**config.mk**
```make
export PLATFORM = sky130hd
export DESIGN_NAME = sinc4_decimator_clock_select
export DESIGN_NICKNAME = d
export VERILOG_FILES = /design/src/rtl/sinc_pkg.sv /design/src/rtl/res_fifo.sv /design/src/rtl/sinc4_decimator_clock_select.sv
export SDC_FILE = /design/constraint.sdc
export NUM_CORES = 2
export LEC_CHECK = 0
export ABC_AREA = 1
export BUFFER_PORTS_ARGS = -buffer_cell sky130_fd_sc_hd__buf_2
export CAP_MARGIN = 20
export CORE_ASPECT_RATIO = 1.1
export CORE_MARGIN = 2
export CORE_UTILIZATION = 60
export DETAILED_ROUTE_END_ITERATION = 8
export PLACE_DENSITY = 0.76
export SLEW_MARGIN = 10
export SYNTH_ARGS = -nofsm -noshare
export SYNTH_HDL_FRONTEND = slang
export SYNTH_SLANG_ARGS = --single-unit
```
**constraint.sdc**
```tcl
create_clock -name clk -period 38.4 [get_ports clk]
set_clock_uncertainty 0.2 [all_clocks]
set_input_delay 3.84 -clock clk [delete_from_list [all_inputs] [get_ports clk]]
set_output_delay 3.84 -clock clk [all_outputs]
set_load 0.005 [all_outputs]
```
**src/rtl/sinc_pkg.sv**
```systemverilog
package sinc_pkg;
   // ****************************************
   // Timing
   // ****************************************
   localparam longint unsigned MASTER_HZ = 4915200;
   localparam int unsigned OUT_PERIOD_MS = 200;
   localparam int unsigned DECIM_N_DEF = int'(MASTER_HZ * OUT_PERIOD_MS / 1000);
   localparam int unsigned ORDER = 4;
   localparam int unsigned SETTLE_WORDS = 4;
   localparam int unsigned HOST_WAIT_MS = SETTLE_WORDS * OUT_PERIOD_MS;
   // ****************************************
   // Scaling and layout
   // ****************************************
   localparam int unsigned OUT_W = 16;
   localparam int unsigned FIFO_DEPTH_DEF = 8;
   localparam int unsigned PRE_SHIFT_DEF = 48;
   localparam int unsigned NORM_SHIFT_DEF = 32;
   localparam logic [15:0] NORM_MUL_45 = 16'h7e6c;
   localparam logic [15:0] NORM_MUL_35 = 16'h0ca4;
   localparam logic SEL_RST = 1'b0;
   // ****************************************
   // Types
   // ****************************************
   typedef enum logic [1:0] {
      ST_SETTLING = 2'b01,
      ST_SETTLED = 2'b10
   } filt_state_t;
   typedef struct packed {
      logic ext_clk;
      logic int_osc;
      logic mod_bit;
   } pins_t;
   typedef struct packed {
      logic signed [OUT_W-1:0] counts;
      logic settled;
   } result_t;
endpackage

```
**src/rtl/res_fifo.sv**
```systemverilog
`timescale 1ns/1ns
`default_nettype none
module res_fifo #(
   parameter int unsigned W = 17,
   parameter int unsigned DEPTH = 8
) (
   // Clock and reset
   input wire logic clk,
   input wire logic rst_n,
   // Fill side
   input wire logic in_valid,
   output logic in_ready,
   input wire logic [W-1:0] in_data,
   // Drain side
   output logic out_valid,
   input wire logic out_ready,
   output logic [W-1:0] out_data
);
   localparam int unsigned AW = (DEPTH > 1) ? $clog2(DEPTH) : 1;
   logic [W-1:0] mem [DEPTH];
   logic [AW-1:0] wr_q, wr_d, rd_q, rd_d;
   logic [AW:0] cnt_q, cnt_d;
   logic push, pop;

   assign in_ready = cnt_q != (AW+1)'(DEPTH);
   assign out_valid = cnt_q != '0;
   assign out_data = mem[rd_q];
   assign push = in_valid && in_ready;
   assign pop = out_valid && out_ready;

   always_comb begin
      wr_d = wr_q;
      rd_d = rd_q;
      if (push) begin
         wr_d = (wr_q == AW'(DEPTH-1)) ? '0 : wr_q + AW'(1);
      end
      if (pop) begin
         rd_d = (rd_q == AW'(DEPTH-1)) ? '0 : rd_q + AW'(1);
      end
      cnt_d = cnt_q + (AW+1)'(push) - (AW+1)'(pop);
   end

   always_ff @(posedge clk) begin
      if (!rst_n) begin
         wr_q <= '0;
         rd_q <= '0;
         cnt_q <= '0;
      end else begin
         wr_q <= wr_d;
         rd_q <= rd_d;
         cnt_q <= cnt_d;
      end
   end

   // Storage has no reset; reads are guarded by the count
   always_ff @(posedge clk) begin
      if (push) begin
         mem[wr_q] <= in_data;
      end
   end

   chk_fifo_full_hold: assert property (@(posedge clk) disable iff (!rst_n)
      !in_ready && !out_ready |=> !in_ready)
      else $error("fifo lost a word while full");
endmodule // res_fifo
`default_nettype wire

```
**src/rtl/sinc4_decimator_clock_select.sv**
```systemverilog
`timescale 1ns/1ns
`default_nettype none
module sinc4_decimator_clock_select
   import sinc_pkg::*;
#(
   parameter int unsigned DECIM_N = sinc_pkg::DECIM_N_DEF,
   parameter int unsigned FIFO_DEPTH = sinc_pkg::FIFO_DEPTH_DEF,
   parameter int unsigned PRE_SHIFT = sinc_pkg::PRE_SHIFT_DEF,
   parameter int unsigned NORM_SHIFT = sinc_pkg::NORM_SHIFT_DEF
) (
   // Clock and reset
   input wire logic clk,
   input wire logic rst_n,
   // Pins from oscillators and modulator
   input wire sinc_pkg::pins_t pins,
   // Configuration
   input wire logic clock_source_select,
   input wire logic digits_45,
   // Result stream
   output sinc_pkg::result_t res_data,
   output logic res_valid,
   input wire logic res_ready,
   // Status
   output logic eoc_n,
   output logic settled,
   output logic overrun
);
   import sinc_pkg::*;

   localparam int unsigned CNT_W = $clog2(DECIM_N);
   localparam int unsigned ACC_W = ORDER * CNT_W + 2;
   localparam int unsigned RES_W = $bits(result_t);

   // ****************************************
   // Pin synchronisers
   // ****************************************
   pins_t s1_q, s2_q;

   always_ff @(posedge clk) begin
      if (!rst_n) begin
         s1_q <= '0;
         s2_q <= '0;
      end else begin
         s1_q <= pins;
         s2_q <= s1_q;
      end
   end

   // ****************************************
   // Master clock select
   // ****************************************
   logic sel_q, sel_d, prev_q, prev_d;
   logic src_now, switching, tick;

   always_comb begin
      sel_d = clock_source_select;
      switching = sel_d != sel_q;
      src_now = sel_q ? s2_q.ext_clk : s2_q.int_osc;
      // Reload edge memory from the new source so the swap makes no edge
      prev_d = switching ? (sel_d ? s2_q.ext_clk : s2_q.int_osc) : src_now;
      tick = src_now && !prev_q;
   end

   always_ff @(posedge clk) begin
      if (!rst_n) begin
         sel_q <= SEL_RST;
         prev_q <= 1'b0;
      end else begin
         sel_q <= sel_d;
         prev_q <= prev_d;
      end
   end

   // ****************************************
   // Sinc4 datapath
   // ****************************************
   logic signed [ACC_W-1:0] integ_q [ORDER];
   logic signed [ACC_W-1:0] integ_d [ORDER];
   logic signed [ACC_W-1:0] integ_src [ORDER];
   logic signed [ACC_W-1:0] dly_q [ORDER];
   logic signed [ACC_W-1:0] dly_d [ORDER];
   logic signed [ACC_W-1:0] comb_val [ORDER+1];
   logic signed [ACC_W-1:0] x, pre;
   logic signed [ACC_W+16:0] scaled;
   logic [CNT_W-1:0] dec_q, dec_d;
   logic dump;

   // Bit 1 means +1 and bit 0 means -1
   assign x = s2_q.mod_bit ? ACC_W'(1) : '1;
   assign comb_val[0] = integ_q[ORDER-1];

   for (genvar g = 0; g < ORDER; g++) begin : g_stage
      if (g == 0) begin : g_first
         assign integ_src[g] = x;
      end else begin : g_rest
         assign integ_src[g] = integ_q[g-1];
      end
      // Equal-length boxcars give zeros at every multiple of the rate
      assign comb_val[g+1] = comb_val[g] - dly_q[g];
   end

   always_comb begin
      dump = tick && (dec_q == CNT_W'(DECIM_N - 1));
      dec_d = dec_q;
      if (switching) begin
         dec_d = '0;
      end else if (dump) begin
         dec_d = '0;
      end else if (tick) begin
         dec_d = dec_q + CNT_W'(1);
      end
      for (int k = 0; k < ORDER; k++) begin
         integ_d[k] = integ_q[k];
         dly_d[k] = dly_q[k];
         if (switching) begin
            integ_d[k] = '0;
            dly_d[k] = '0;
         end else begin
            // Wraparound is harmless: the combs undo it exactly
            if (tick) begin
               integ_d[k] = integ_q[k] + integ_src[k];
            end
            if (dump) begin
               dly_d[k] = comb_val[k];
            end
         end
      end
   end

   always_ff @(posedge clk) begin
      if (!rst_n) begin
         dec_q <= '0;
         for (int k = 0; k < ORDER; k++) begin
            integ_q[k] <= '0;
            dly_q[k] <= '0;
         end
      end else begin
         dec_q <= dec_d;
         for (int k = 0; k < ORDER; k++) begin
            integ_q[k] <= integ_d[k];
            dly_q[k] <= dly_d[k];
         end
      end
   end

   // Gain of N^4 removed by two shifts around a fixed multiply; count weight
   // per volt is set by the analog range, not here
   always_comb begin
      pre = comb_val[ORDER] >>> PRE_SHIFT;
      scaled = pre * $signed({1'b0, digits_45 ? NORM_MUL_45 : NORM_MUL_35});
      scaled = scaled >>> NORM_SHIFT;
   end

   // ****************************************
   // Settling and status
   // ****************************************
   filt_state_t state_q, state_d;
   logic [2:0] words_q, words_d;
   logic ovr_q, ovr_d;
   logic fifo_ready;
   result_t word;

   always_comb begin
      state_d = state_q;
      words_d = words_q;
      word.counts = scaled[OUT_W-1:0];
      word.settled = 1'b0;
      case (state_q)
         ST_SETTLING: begin
            if (dump) begin
               words_d = words_q + 3'd1;
               if (words_q == 3'(SETTLE_WORDS - 1)) begin
                  state_d = ST_SETTLED;
                  word.settled = 1'b1;
               end
            end
         end
         ST_SETTLED: begin
            word.settled = 1'b1;
         end
         default: begin
            state_d = ST_SETTLING;
         end
      endcase
      if (switching) begin
         state_d = ST_SETTLING;
         words_d = '0;
      end
      // Buffer full: the filter cannot wait, so the word is lost and flagged
      ovr_d = (dump && !fifo_ready) || (ovr_q && !switching);
   end

   always_ff @(posedge clk) begin
      if (!rst_n) begin
         state_q <= ST_SETTLING;
         words_q <= '0;
         ovr_q <= 1'b0;
      end else begin
         state_q <= state_d;
         words_q <= words_d;
         ovr_q <= ovr_d;
      end
   end

   res_fifo #(
      .W(RES_W),
      .DEPTH(FIFO_DEPTH)
   ) u_fifo (
      .clk(clk),
      .rst_n(rst_n),
      .in_valid(dump),
      .in_ready(fifo_ready),
      .in_data(word),
      .out_valid(res_valid),
      .out_ready(res_ready),
      .out_data(res_data)
   );

   assign eoc_n = !res_valid;
   assign settled = state_q == ST_SETTLED;
   assign overrun = ovr_q;

   // ****************************************
   // Checks
   // ****************************************
   chk_sel_reset_low: assert property (@(posedge clk) $rose(rst_n) |-> !sel_q)
      else $error("clock select not internal after reset");
   // Tick must be a real low-to-high step of the synced selected source
   chk_tick_source: assert property (@(posedge clk) disable iff (!rst_n)
      tick && !$past(switching) |-> (sel_q ? s2_q.ext_clk : s2_q.int_osc) &&
      !(sel_q ? $past(s2_q.ext_clk) : $past(s2_q.int_osc)))
      else $error("tick not from selected source edge");
   chk_switch_restart: assert property (@(posedge clk) disable iff (!rst_n)
      switching |=> integ_q[0] == '0 && words_q == '0 && state_q == ST_SETTLING && dec_q == '0)
      else $error("clock switch did not restart the filter");
   // Step taken at accumulator width so wraparound still reads as +1 or -1
   chk_integ_step: assert property (@(posedge clk) disable iff (!rst_n)
      tick && !switching |=> ACC_W'(integ_q[0] - $past(integ_q[0])) == ($past(s2_q.mod_bit) ? 1 : -1))
      else $error("first integrator step wrong");
   chk_dump_period: assert property (@(posedge clk) disable iff (!rst_n)
      dump |-> tick && dec_q == CNT_W'(DECIM_N - 1) ##1 dec_q == '0)
      else $error("output word not at end of decimation period");
   chk_settle_count: assert property (@(posedge clk) disable iff (!rst_n)
      $rose(state_q == ST_SETTLED) |-> $past(dump) && $past(words_q) == 3'(SETTLE_WORDS - 1))
      else $error("settled before four output words");
   chk_overrun_set: assert property (@(posedge clk) disable iff (!rst_n)
      dump && !fifo_ready && !switching |=> overrun)
      else $error("dropped word not flagged");
   chk_eoc_fresh: assert property (@(posedge clk) disable iff (!rst_n)
      dump && fifo_ready |=> !eoc_n && res_valid)
      else $error("conversion done not asserted after store");
endmodule // sinc4_decimator_clock_select
`default_nettype wire

```
==> impl_metrics.tcl <==
set metrics [dict create \
    outcome "finished with violations" \
    violations "DRC" \
    synth_cells 13600 \
    dp_hpwl_um 281000 \
    dieArea_um2 151000 \
    cts_tree "yes" \
    synth_warnings 0 \
    final_hold_viol_count 0 \
    synthFlopType "dfxtp_1" \
    cts_resized 0 \
    grt_pass1_wl_um 516000 \
    gp_congestion 1.17 \
    maxCapViolCount 0 \
    start_util_pct 60.6 \
    postCtsSetupRepairBufs 0 \
    grt_setup_unrepaired "no" \
    tightest_slew_ps 1220 \
    route.detailed.drc 1 \
    n_fill_cell 13600 \
    pin_count 29 \
    crit_slowest_cell "nor4_1" \
    wl_um 343000 \
    numCtsBuffers 97 \
    clockBufferDepth 3 \
    finalCriticalPeriod_ps 17440 \
    postCtsHoldBufs 0 \
    h-tree-depth 3 \
    max_stage_delay_ps 600 \
    worstSetupStartpointType "flop" \
    grt_max_degree 133 \
    synth-edff-count 136 \
    grt_pass1_vias 91100 \
    synth_area_um2 88700 \
    fin_tns_setup_ps 0 \
    gr-total-overflow 0 \
    rows 147 \
    final_nets 14700 \
    layout_common_cells "inv_1, nor2_1, nand2_1, a21oi_1, o21ai_0" \
    wl_per_cell_um 22.0 \
    cp.required_ps 38680 \
    fin_area_um2 94400 \
    cts_root_buf "clkbuf_16" \
    coreArea_um2 146000 \
    end_kind "flop" \
    clock-sinks 839 \
    io_buffers 28 \
    syn_avg_cell_area_um2 6.53 \
    hold_path.class "flop to flop" \
    cp_common_cell "nand2_1" \
    layout_commonest_cell "inv_1" \
    ys_ff_latch 839 \
    postLayoutCoreUtil_pct 64.5 \
    place_area_um2 90900 \
    path_clk_slew_ps 70 \
    route.vias.total 93900 \
    maxSlewViolCount 0 \
    synth.distinct_cells 67 \
    antenna_found_initial 13 \
    viasPerCell 6.02 \
    setup_viol 0 \
    drive_above_1_share_pct 2.63 \
    max_freq_mhz 57.3 \
    grt.total_usage_pct 44.2 \
    period_share_pct 45.4 \
    clk_latency_ps 770 \
    worstPathArrival_ps 17730 \
    postRouteAntennaNets 0 \
    crit_fanout 8 \
    relSlewSlack_pct 18.7 \
    setup.worst_path.class "flop to flop" \
    die_w_um 371 \
    fin_hold_ws_ps 224 \
    firstDrtPassIters 9 \
    initialDrtViolationCount 10100 \
    synth-seq-area-share_pct 20.5 \
    async_flop_share_pct 0 \
    die_height_um 407 \
    syn_to_final_growth_pct 6.42 \
]
through the flow:
stage          cells  worst slack [ps]
3_5_place_dp   15400             21780
3_3_place_gp   15400             21860
5_1_grt        15600             20330
4_1_cts        15600             21580
6_report       15600             20960
2_1_floorplan  13600             26360
cell type report:
class	instances	area (µm²)	share of cell area, %
Timing Repair Buffer	78	568	0.602
Sequential cell	839	18200	19.2
Clock buffer	130	2710	2.88
Multi-Input combinational cell	9637	58800	62.3
Antenna cell	4	10.0	0.0106
Inverter	2921	11000	11.6
Tap cell	1937	2420	2.57
Clock inverter	53	693	0.734
logic make-up after synthesis:
family / Yosys count / share of synthesized area (%)
and+or+nand+nor: 4622 / 21.0
AOI/OAI and AO/OA: 3346 / 21.4
buffers and inverters: 3136 / 13.4
adders and majority gates: 1140 / 18.8
DFF: 839 / 20.5
xor gates and xnor gates: 496 / 4.91
other: 2 / 0.00847
state kept, by name, indices dropped and copies added (netlist names), named ones only:
register	cells
s2_q	3
u_fifo.cnt_q	4
integ_q	328
u_fifo.rd_q	3
prev_q	1
words_q	3
sel_q	1
u_fifo.wr_q	3
state_q	2
overrun	1
s1_q	3
dly_q	328
dec_q	20
u_fifo.mem	136
cells in the mapped netlist, drive strengths merged, types with 6 or more instances:
cell type	number	share of area, %
inv	2917	12
nor2	2063	8.8
nand2	1847	7.8
a21oi	1324	7.5
o21ai	1053	6.0
ha	823	12
dfxtp	703	16
nand3	351	2.0
fa	317	7.2
xor2	313	3.1
a31oi	200	1.4
xnor2	183	1.8
clkbuf	160	0.68
a22oi	152	1.3
nor3	150	0.86
o211ai	138	1.2
edfxtp	136	4.6
o21a	113	0.96
nand4	110	0.79
o22ai	83	0.59
o21bai	63	0.54
a21o	56	0.47
buf	55	0.37
nor4	46	0.35
a31o	34	0.34
a211oi	27	0.23
a21boi	25	0.21
and3	21	0.15
o221ai	19	0.19
a221oi	18	0.18
or2	18	0.13
o2111ai	11	0.11
o31ai	11	0.093
nand3b	7	0.059
nor3b	6	0.051
o311ai	6	0.059
path summary, 6_finish.rpt:
path,cells after the start,to,slack (ps),start
max,65,u_fifo.mem[1][16],20960,integ_q[3][2]
min,2,s2_q[0],220,s1_q[0]
max reg2reg,65,u_fifo.mem[1][16],20960,integ_q[3][2]
min reg2reg,2,s2_q[0],220,s1_q[0]
critical path, delay by kind of cell (launching register included):
family	cells	cell delay, ps
AOI/OAI and AO/OA	11	3280
and+or+nand+nor	34	6730
buffers and inverters	5	330
DFF	1	330
xor gates and xnor gates	4	1320
adders and majority gates	11	4930
metal layers:
| layer | vias up | global-route usage [%] | share of wire (%) |
|---|---|---|---|
| met5 | - | 0 | 0.020 |
| met1 | 43200 | 50.7 | 36 |
| li1 | 44100 | - | - |
| met3 | 1399 | 10.4 | 10 |
| met4 | 10 | 34.4 | 9.6 |
| met2 | 5204 | 70.7 | 44 |
Power is left out: the tool's default activity adds up to more than one toggle a clock period on the data nets, which glitch-free logic cannot reach.
